## src/pkg/uhc_pkg.sv

```systemverilog
// Package: register map, field layout and reset values of the host capability bank
package uhc_pkg;
  localparam int unsigned ADDR_W = 12;
  // Capability area offsets (byte addresses from block base)
  localparam logic [11:0] OFS_CAPLEN_VER = 12'h000;
  localparam logic [11:0] OFS_STRUCT     = 12'h004;
  localparam logic [11:0] OFS_CAPPAR     = 12'h008;
  localparam logic [11:0] OFS_ROUTE_LO   = 12'h00c;
  localparam logic [11:0] OFS_ROUTE_HI   = 12'h010;
  // Operational area base and command register
  localparam logic [11:0] OFS_OPER_BASE  = 12'h010;
  localparam logic [11:0] OFS_HOST_CMD   = 12'h010;
  localparam logic [7:0]  CAP_LENGTH     = 8'h10;
  // Structural parameter field positions
  localparam int unsigned SP_NPORT_LSB   = 0;
  localparam int unsigned SP_PPC_BIT     = 4;
  localparam int unsigned SP_PRR_BIT     = 7;
  localparam int unsigned SP_NPCC_LSB    = 8;
  localparam int unsigned SP_NCC_LSB     = 12;
  localparam int unsigned SP_PIND_BIT    = 16;
  localparam int unsigned SP_DPN_LSB     = 20;
  localparam logic [3:0]  NUM_PORTS      = 4'h2;
  localparam logic [3:0]  NUM_COMPANIONS = 4'h1;
  localparam logic [3:0]  PORTS_PER_CC   = 4'h2;
  localparam logic [3:0]  DEBUG_PORT     = 4'h0;
  localparam logic        ROUTE_RULE     = 1'b0;
  localparam logic        PORT_PWR_SW    = 1'b1;
  localparam logic        PORT_IND       = 1'b0;
  // Capability parameter field positions
  localparam int unsigned CP_WIDE_ADDRESS_CAPABLE_BIT    = 0;
  localparam int unsigned CP_FRAME_LIST_PROGRAMMABLE_BIT    = 1;
  localparam int unsigned CP_PARK_CAPABLE_BIT    = 2;
  localparam int unsigned CP_IST_LSB     = 4;
  localparam int unsigned CP_EXTENDED_CAP_POINTER_LSB    = 8;
  localparam logic [7:0]  EXT_CAP_PTR    = 8'ha0;
  localparam logic [3:0]  ISO_THRESH     = 4'h1;
  localparam logic        PARK_CAP       = 1'b1;
  localparam logic        FLIST_PROG     = 1'b1;
  localparam logic        WIDE_ADDR      = 1'b0;
  localparam logic [59:0] ROUTE_RESET    = 60'h0;
  // Command register fields
  localparam int unsigned CMD_RS_BIT     = 0;
  localparam int unsigned CMD_HCR_BIT    = 1;
  localparam int unsigned CMD_FLS_LSB    = 2;
  localparam int unsigned CMD_PSE_BIT    = 4;
  localparam int unsigned CMD_ASE_BIT    = 5;
  localparam int unsigned CMD_ASYNC_ADVANCE_DOORBELL_BIT   = 6;
  localparam int unsigned CMD_LIGHT_CONTROLLER_RESET_BIT   = 7;
  localparam int unsigned CMD_PMC_LSB    = 8;
  localparam int unsigned CMD_PME_BIT    = 11;
  localparam int unsigned CMD_ITC_LSB    = 16;
  localparam logic [31:0] CMD_RESET      = 32'h0008_0b00;
  localparam logic [31:0] CMD_RW_MASK    = 32'h00ff_0bff;
endpackage : uhc_pkg

```

## src/rtl/uhc_cap_rom.sv

```systemverilog
// Constant capability words assembled from the package fields
`timescale 1ns/1ns
`default_nettype none
module uhc_cap_rom
  import uhc_pkg::*;
#(
  parameter logic [15:0] IFACE_VERSION = 16'h0abc, // Arbitrary value, set per product
  parameter logic [3:0]  N_PORTS       = 4'h2
) (
  output logic [31:0] cap0_o,   // Length and version word
  output logic [31:0] struct_o, // Structural parameters
  output logic [31:0] cappar_o, // Capability parameters
  output logic [63:0] route_o   // Companion route map
);
  // Field placement; all other bits are reserved and read zero
  assign cap0_o   = {IFACE_VERSION, 8'h00, CAP_LENGTH};
  assign struct_o = (32'(N_PORTS) << SP_NPORT_LSB)
                  | (32'(PORT_PWR_SW) << SP_PPC_BIT)
                  | (32'(ROUTE_RULE) << SP_PRR_BIT)
                  | (32'(PORTS_PER_CC) << SP_NPCC_LSB)
                  | (32'(NUM_COMPANIONS) << SP_NCC_LSB)
                  | (32'(PORT_IND) << SP_PIND_BIT)
                  | (32'(DEBUG_PORT) << SP_DPN_LSB);
  assign cappar_o = (32'(WIDE_ADDR) << CP_WIDE_ADDRESS_CAPABLE_BIT)
                  | (32'(FLIST_PROG) << CP_FRAME_LIST_PROGRAMMABLE_BIT)
                  | (32'(PARK_CAP) << CP_PARK_CAPABLE_BIT)
                  | (32'(ISO_THRESH) << CP_IST_LSB)
                  | (32'(EXT_CAP_PTR) << CP_EXTENDED_CAP_POINTER_LSB);
  assign route_o  = {4'h0, ROUTE_RESET};
endmodule : uhc_cap_rom
`default_nettype wire

```

## src/rtl/uhc_regs.sv

```systemverilog
// Host controller capability bank and command register
//
// Overview of operation
// - Reads of undefined addresses may return anything; this block returns zero.
// - Write-only bits always read back as zero.
// - Write-one-to-clear bits clear on a one and ignore a zero.
// - Upper half of first word holds the read-only BCD interface version.
// - Low byte of first word reads capability length 0x10.
// - Structural word low nibble reports two downstream ports.
// - Port count must lie between one and fifteen.
// - Bits 15..12 report one full-speed companion controller.
// - Bits 11..8 report two ports per companion.
// - Routing rule bit reads zero: ascending assignment to companions.
// - Port power switchable bit reads one.
// - Debug port field reads zero, no debug port.
// - Port indicator support bit reads zero.
// - Extended capability pointer reads 0xa0.
// - Isochronous threshold field reads 0001.
// - Park capable bit reads one; park fields of command are writable.
// - Frame list programmable bit reads one; size field writable.
// - Wide address bit reads zero: 32-bit structures only.
// - Sixty-bit companion route map, read-only, resets to zero.
// - Capability words at base plus offset; operational area sixteen above.
`timescale 1ns/1ns
`default_nettype none
module uhc_regs
  import uhc_pkg::*;
#(
  parameter logic [15:0] IFACE_VERSION = 16'h0abc, // Arbitrary value, set per product
  parameter logic [3:0]  N_PORTS       = 4'h2      // Downstream port count
) (
  input  wire logic                      clk_i,        // Bus clock
  input  wire logic                      rst_n_i,      // Async reset, active low
  input  wire logic                      req_i,        // Access strobe
  input  wire logic                      we_i,         // 1 write, 0 read
  input  wire logic [uhc_pkg::ADDR_W-1:0] addr_i,      // Byte offset from base
  input  wire logic [31:0]               wdata_i,      // Write data
  input  wire logic                      reset_done_i, // Controller finished reset
  output logic                           ack_o,        // Access done pulse
  output logic [31:0]                    rdata_o,      // Read data
  output logic [31:0]                    host_command_o // Command register value
);
  import uhc_pkg::*;

  // Port count outside 1..15 cannot be reported
  if (N_PORTS == 4'h0) begin : g_bad_ports
    $error("N_PORTS must be 1 to 15");
  end

  ////////////////////////////////////////////////////////////////////////////
  // Constant words
  logic [31:0] cap0_w;
  logic [31:0] struct_w;
  logic [31:0] cappar_w;
  logic [63:0] route_w;

  uhc_cap_rom #(
    .IFACE_VERSION (IFACE_VERSION),
    .N_PORTS       (N_PORTS)
  ) u_rom (
    .cap0_o   (cap0_w),
    .struct_o (struct_w),
    .cappar_o (cappar_w),
    .route_o  (route_w)
  );

  ////////////////////////////////////////////////////////////////////////////
  // Address decode, full words only
  logic hit_cap0;
  logic hit_struct;
  logic hit_cappar;
  logic hit_route;
  logic hit_cmd;
  logic cmd_wr;

  assign hit_cap0   = (addr_i == OFS_CAPLEN_VER);
  assign hit_struct = (addr_i == OFS_STRUCT);
  assign hit_cappar = (addr_i == OFS_CAPPAR);
  assign hit_route  = (addr_i == OFS_ROUTE_LO);
  assign hit_cmd    = (addr_i == OFS_HOST_CMD);
  // Writes elsewhere are dropped so read-only words never move
  assign cmd_wr     = req_i & we_i & hit_cmd;

  ////////////////////////////////////////////////////////////////////////////
  // Command register next value
  logic [31:0] cmd_q;
  logic [31:0] cmd_d;
  logic [31:0] cmd_wval;

  // Writable bits only; park and size fields writable as capabilities say
  assign cmd_wval = wdata_i & CMD_RW_MASK;
  // Self-clearing reset bits drop when the controller signals completion;
  // software cannot clear a reset bit in progress, a written zero is ignored.
  // Completion in the same cycle as a write of zero to the bit still clears it;
  // a written one wins over completion
  always_comb begin
    cmd_d = cmd_wr ? cmd_wval : cmd_q;
    cmd_d[CMD_HCR_BIT]  = (cmd_wr & wdata_i[CMD_HCR_BIT]) | (cmd_q[CMD_HCR_BIT] & ~reset_done_i);
    cmd_d[CMD_LIGHT_CONTROLLER_RESET_BIT] = (cmd_wr & wdata_i[CMD_LIGHT_CONTROLLER_RESET_BIT]) | (cmd_q[CMD_LIGHT_CONTROLLER_RESET_BIT] & ~reset_done_i);
  end

  always_ff @(posedge clk_i or negedge rst_n_i) begin
    if (!rst_n_i) begin
      cmd_q <= CMD_RESET;
    end else begin
      cmd_q <= cmd_d;
    end
  end

  ////////////////////////////////////////////////////////////////////////////
  // Read mux; unmapped offsets return zero, reserved bits are zero
  logic [31:0] rd_w;
  assign rd_w = hit_cap0   ? cap0_w :
                hit_struct ? struct_w :
                hit_cappar ? cappar_w :
                hit_route  ? route_w[31:0] :
                hit_cmd    ? cmd_q : 32'h0000_0000;

  // One-cycle answer, registered
  always_ff @(posedge clk_i or negedge rst_n_i) begin
    if (!rst_n_i) begin
      ack_o   <= 1'b0;
      rdata_o <= 32'h0000_0000;
    end else begin
      ack_o   <= req_i;
      rdata_o <= (req_i && !we_i) ? rd_w : 32'h0000_0000;
    end
  end

  // Route high word shares offset with the command register; it is
  // all zero so its bits are not lost
  assign host_command_o = cmd_q;
endmodule : uhc_regs
`default_nettype wire

```

## config.mk

```make
export PLATFORM = sky130hd
export DESIGN_NAME = uhc_regs
export DESIGN_NICKNAME = d
export VERILOG_FILES = /design/src/pkg/uhc_pkg.sv /design/src/rtl/uhc_cap_rom.sv /design/src/rtl/uhc_regs.sv
export SDC_FILE = /design/constraint.sdc
export NUM_CORES = 1
export LEC_CHECK = 0
export BUFFER_PORTS_ARGS = -buffer_cell sky130_fd_sc_hd__clkbuf_2
export CORE_MARGIN = 5
export CORE_UTILIZATION = 42
export CTS_CLUSTER_SIZE = 30
export DETAILED_ROUTE_END_ITERATION = 10
export PLACE_DENSITY_LB_ADDON = 0.3
export SYNTH_ARGS = -nofsm -noshare
export SYNTH_HDL_FRONTEND = slang
export SYNTH_SLANG_ARGS = --single-unit
```

## constraint.sdc

```tcl
create_clock -name clk_i -period 1.1 [get_ports clk_i]
set_input_delay 0.11 -clock clk_i [delete_from_list [all_inputs] [get_ports clk_i]]
set_output_delay 0.11 -clock clk_i [all_outputs]
set_load 0.02 [all_outputs]
```

### Yosys cells after proc, flatten, opt, wreduce, memory -nomap -nowiden

Cells that the tools add are included.

* add/subtract/negate cells: 0
* $mul: 0
* divide/modulo/power cells: 0
* order comparisons: 0
* eq/ne operators: 4
* shift operators: 0
* multiplexer cells: 6
* bitwise logic cells: 9
* reduce and logical (&&, ||, !) cells: 3

Operators with widths (number)
* 2-to-1 mux 24 bit: 4
* 2-to-1 mux 28 bit: 2
* == test 12 x 4 -> 1 bit (second input constant): 2
* == test 12 x 3 -> 1 bit (second input constant): 1
* == test 12 x 5 -> 1 bit (second input constant): 1
* logical NOT 12 bit: 1
* AND 1 bit: 6
* OR 1 bit: 2
* logical AND 1 bit: 1
* logical NOT 1 bit: 1
* inverter 1 bit: 1

* bits in registers: 52
* bits in latches: 0
* bits in writable memories: 0
* memory bits (read-only): 0
* bits of input ports: 49
* logic and storage cells: 26
* memories kept: 0

### Depth between registers and ports, before layout

* depth after elaboration: 7
* gate-level depth with buffers: 5
* mapped depth without buffers: 3

### By module

A second synthesis with hierarchy kept.

* cells, all modules: 442
* area, all modules: 4195.3 µm²

Modules (own cells, without submodules)
* uhc_regs: instances 1, cells each 280, area each 2986.6 µm², sequential area each 1306.3 µm²
* uhc_cap_rom: instances 1, cells each 162, area each 1208.7 µm², sequential area each 0.0 µm²

### Least setup slack after synthesis

Ideal clock, no wire load.

* kind: in2reg
* start: input addr_i[11] in the netlist's numbering
* end: register cmd_q[16], in the netlist host_command_o[16]
* arrival time: 1.220 ns
* data required time: 0.973 ns
* setup slack: -0.247 ns
* stages: 5
* path buffers: 2
* cells stage by stage: nor4b_4 and4_1 buf_4 buf_8 mux2_1

* cells in the longest elaborated chain, start to end: 2

Ends and longest elaborated chain
* from (decl): RTL line uhc_regs.sv:36 `input wire logic [uhc_pkg::ADDR_W-1:0] addr_i,`
* == test 12 x 5 -> 1 bit: RTL line uhc_regs.sv:80 `assign hit_cmd = (addr_i == OFS_HOST_CMD);`
* AND 1 bit: RTL line uhc_regs.sv:82 `assign cmd_wr = req_i & we_i & hit_cmd;`
* to (signal assigned): RTL line uhc_regs.sv:106 `cmd_q <= cmd_d;`
* to (decl): RTL line uhc_regs.sv:86 `logic [31:0] cmd_q;`

No other way between the ends.
A chain may end at the register's enable or synchronous reset.

### Worst setup path after layout

* start: input addr_i[3] in the netlist's numbering
* end: register cmd_q[6], in the netlist host_command_o[6]

Same word-level chain as after synthesis.

==> run metrics <==
status finished with violations; failing checks negative setup slack; H-tree levels 2; FFs w/ async S/R, synth 1.00; Synth Area in XOR/XNOR 0; Residual DRC 0; worst vdd ir 615 uV; die height 75.7 um; vias in the first global route 1261; fin. max-slew vios 0; post-synthesis mux area share 0.112; CP startpoint kind input pin; Tmin final 1120 ps; Final period util 1.02; Max Used Layer met4; post-route cell area 2490 um^2; Req. time, crit path 1270 ps; most frequent cells in the layout 74 x clkbuf_2, 38 x dfrtp_1, 21 x conb_1; total gr overflow 0; RSZ-0062 raised after global routing yes; clk root buf clkbuf_8; layout cell share with drive strength beyond 1 0.536; Final setup violation count 6; DP Worst Slack -347 ps; CTS Sinks 42; GRT Overall Usage 0.146; number of vias per cell 4.53; initial antenna violation count 0; total core area 4090 um^2; Pwr Density 1100 nW/um^2; Fin. Hold Viols 0; DR WL met2 1960 um; Synth-to-Final Area Change 37.8%; Post-synth EDFFs 0; simple-gate share of the synthesized area 0.157; Skew-Pair Late Insertion Delay 290 ps; Synth cell types 28; Area contributors post-synth dfrtp_1 53%, buf_4 10%, mux2_2 6.2%; Worst Hold Class in2reg; adder-cell share of the synthesized area 0; Avg Cell Area, Syn 13.0 um^2; PnR worst setup slack -17.1 ps; Die ar. 5720 um^2; critical path arrival 1290 ps; dpl hpwl 3010 um; ANT cells 0; TritonRoute pass-1 iters 4; GPL Wtd Cong 0.714; combinational family with the most area after synthesis simple AND/OR/NAND/NOR gates; Final #Nets 283; Iter 0 DRT Violations 38; Static Leak 0.00136 uW; # IOs 114; Chip Width 75.7 um; CTS Buffer Depth 2; Worst setup EP type flip-flop; Max-Cap Viols 0; Synth Area in Compound Gates 0.0276; placed instance area 2270 um^2; antenna-violating nets left 0; CTS tree built; mean routed wirelength per cell 14.1 um; Seq cells post-synth 42; pin count of the biggest net entering global routing 43; fmax 895 MHz; Clock transition at path regs 70 ps; Core Rows 23; post-synth top area cell dfrtp_1; top_reg_cell synth dfrtp_1; register area share after synthesis 0.583; Port Buf Inserts 79; Max Fanout on Critical Path 9; CTS buffer count 5; met1 wire length 1540 um; first-pass GRT wire length 6070 um; Synth warnings 0; Yosys top cell area share 0.525; cell count after synthesis 139; Worst Setup Path Type in2reg; overall routed net length 4020 um; Sum Neg Setup Slack -54.6 ps; metal3 WL 435 um; commonest non-fill, non-tap cell in the layout clkbuf_2; vias 1291; worst-case clock skew 8.94 ps; post-synthesis cell area 1810 um^2; Initial Util 0.443
final cells by class:
cell class | count | area (um^2)
repair buffers | 96 | 614
multi-input cells | 87 | 674
fillers | 352 | 1590
clock buffers | 8 | 80.1
flip-flops and latches | 42 | 1060
well taps | 50 | 62.6
inverters | 2 | 7.51
sequential cells by signal, summed over array words and instances (netlist names):
signal and cells:
host_command_o 19, rdata_o 22, ack_o 1
critical path, cell delays in order:
cell       delay [ps]
clkbuf_2          110
nor4bb_4          290
and4_4            300
clkbuf_16         170
mux2_4            300
path summary, 6_finish.rpt:
| check | end | cells after the start | from | slack [ps] |
|---|---|---|---|---|
| min | ack_o | 2 | req_i | 40 |
| max | host_command_o[6] | 5 | addr_i[3] | -20 |
| max in group asynchronous | host_command_o[19] | 3 | rst_n_i | 500 |
| min in group asynchronous | rdata_o[5] | 3 | rst_n_i | 330 |
| max reg2reg | rdata_o[2] | 3 | host_command_o[2] | 170 |
| min reg2reg | rdata_o[0] | 1 | host_command_o[0] | 510 |
report_power, final:
part	total, uW	switching, uW	internal [uW]
registers	1550	1.81	1550
logic	267	163	104
clock network	930	479	451
total	2750	644	2100
cells by family after synthesis:
kind of cell | count (synthesis)
flops | 42
simple gates | 41
buf+inv | 30
mux | 18
compound gates | 7
other cells | 1
metal layers:
layer  global-route usage  vias up
li1                     -      619
met1                0.185      596
met2                0.235       69
met3               0.0290        7
met4               0.0816        0
met5                    0        -
stage by stage:
| step | total power [uW] | utilization | hold WS (ps) | std cells |
|---|---|---|---|---|
| after floorplan | 1750 | - | -186 | 159 |
| after global placement | 1830 | 0.557 | 100 | 272 |
| after detailed placement | 1830 | 0.557 | 105 | 272 |
| after CTS | 2770 | 0.598 | 32.4 | 284 |
| after global routing | 2880 | 0.611 | 41.1 | 285 |
| final | 2750 | 0.611 | 38.1 | 285 |
synthesized netlist by cell type (all sizes together), types with 3 or more instances:
library cell and instances:
and2 10, buf 25, clkbuf 3, dfrtp 38, dfstp 4, mux2 18
nor2b 7, nor3 8, nor4 3
repair_timing:
action                                  4_1_cts  5_1_grt
setup buffers                                 3        0
endpoints found under the setup margin       12       21
pin swaps                                     0        1
gates resized for setup                      13        8
hold buffers                                  1        0
endpoints found under the hold margin        38        0
cloned                                        0        1
Note: power is estimated with default switching activity, not from simulation.
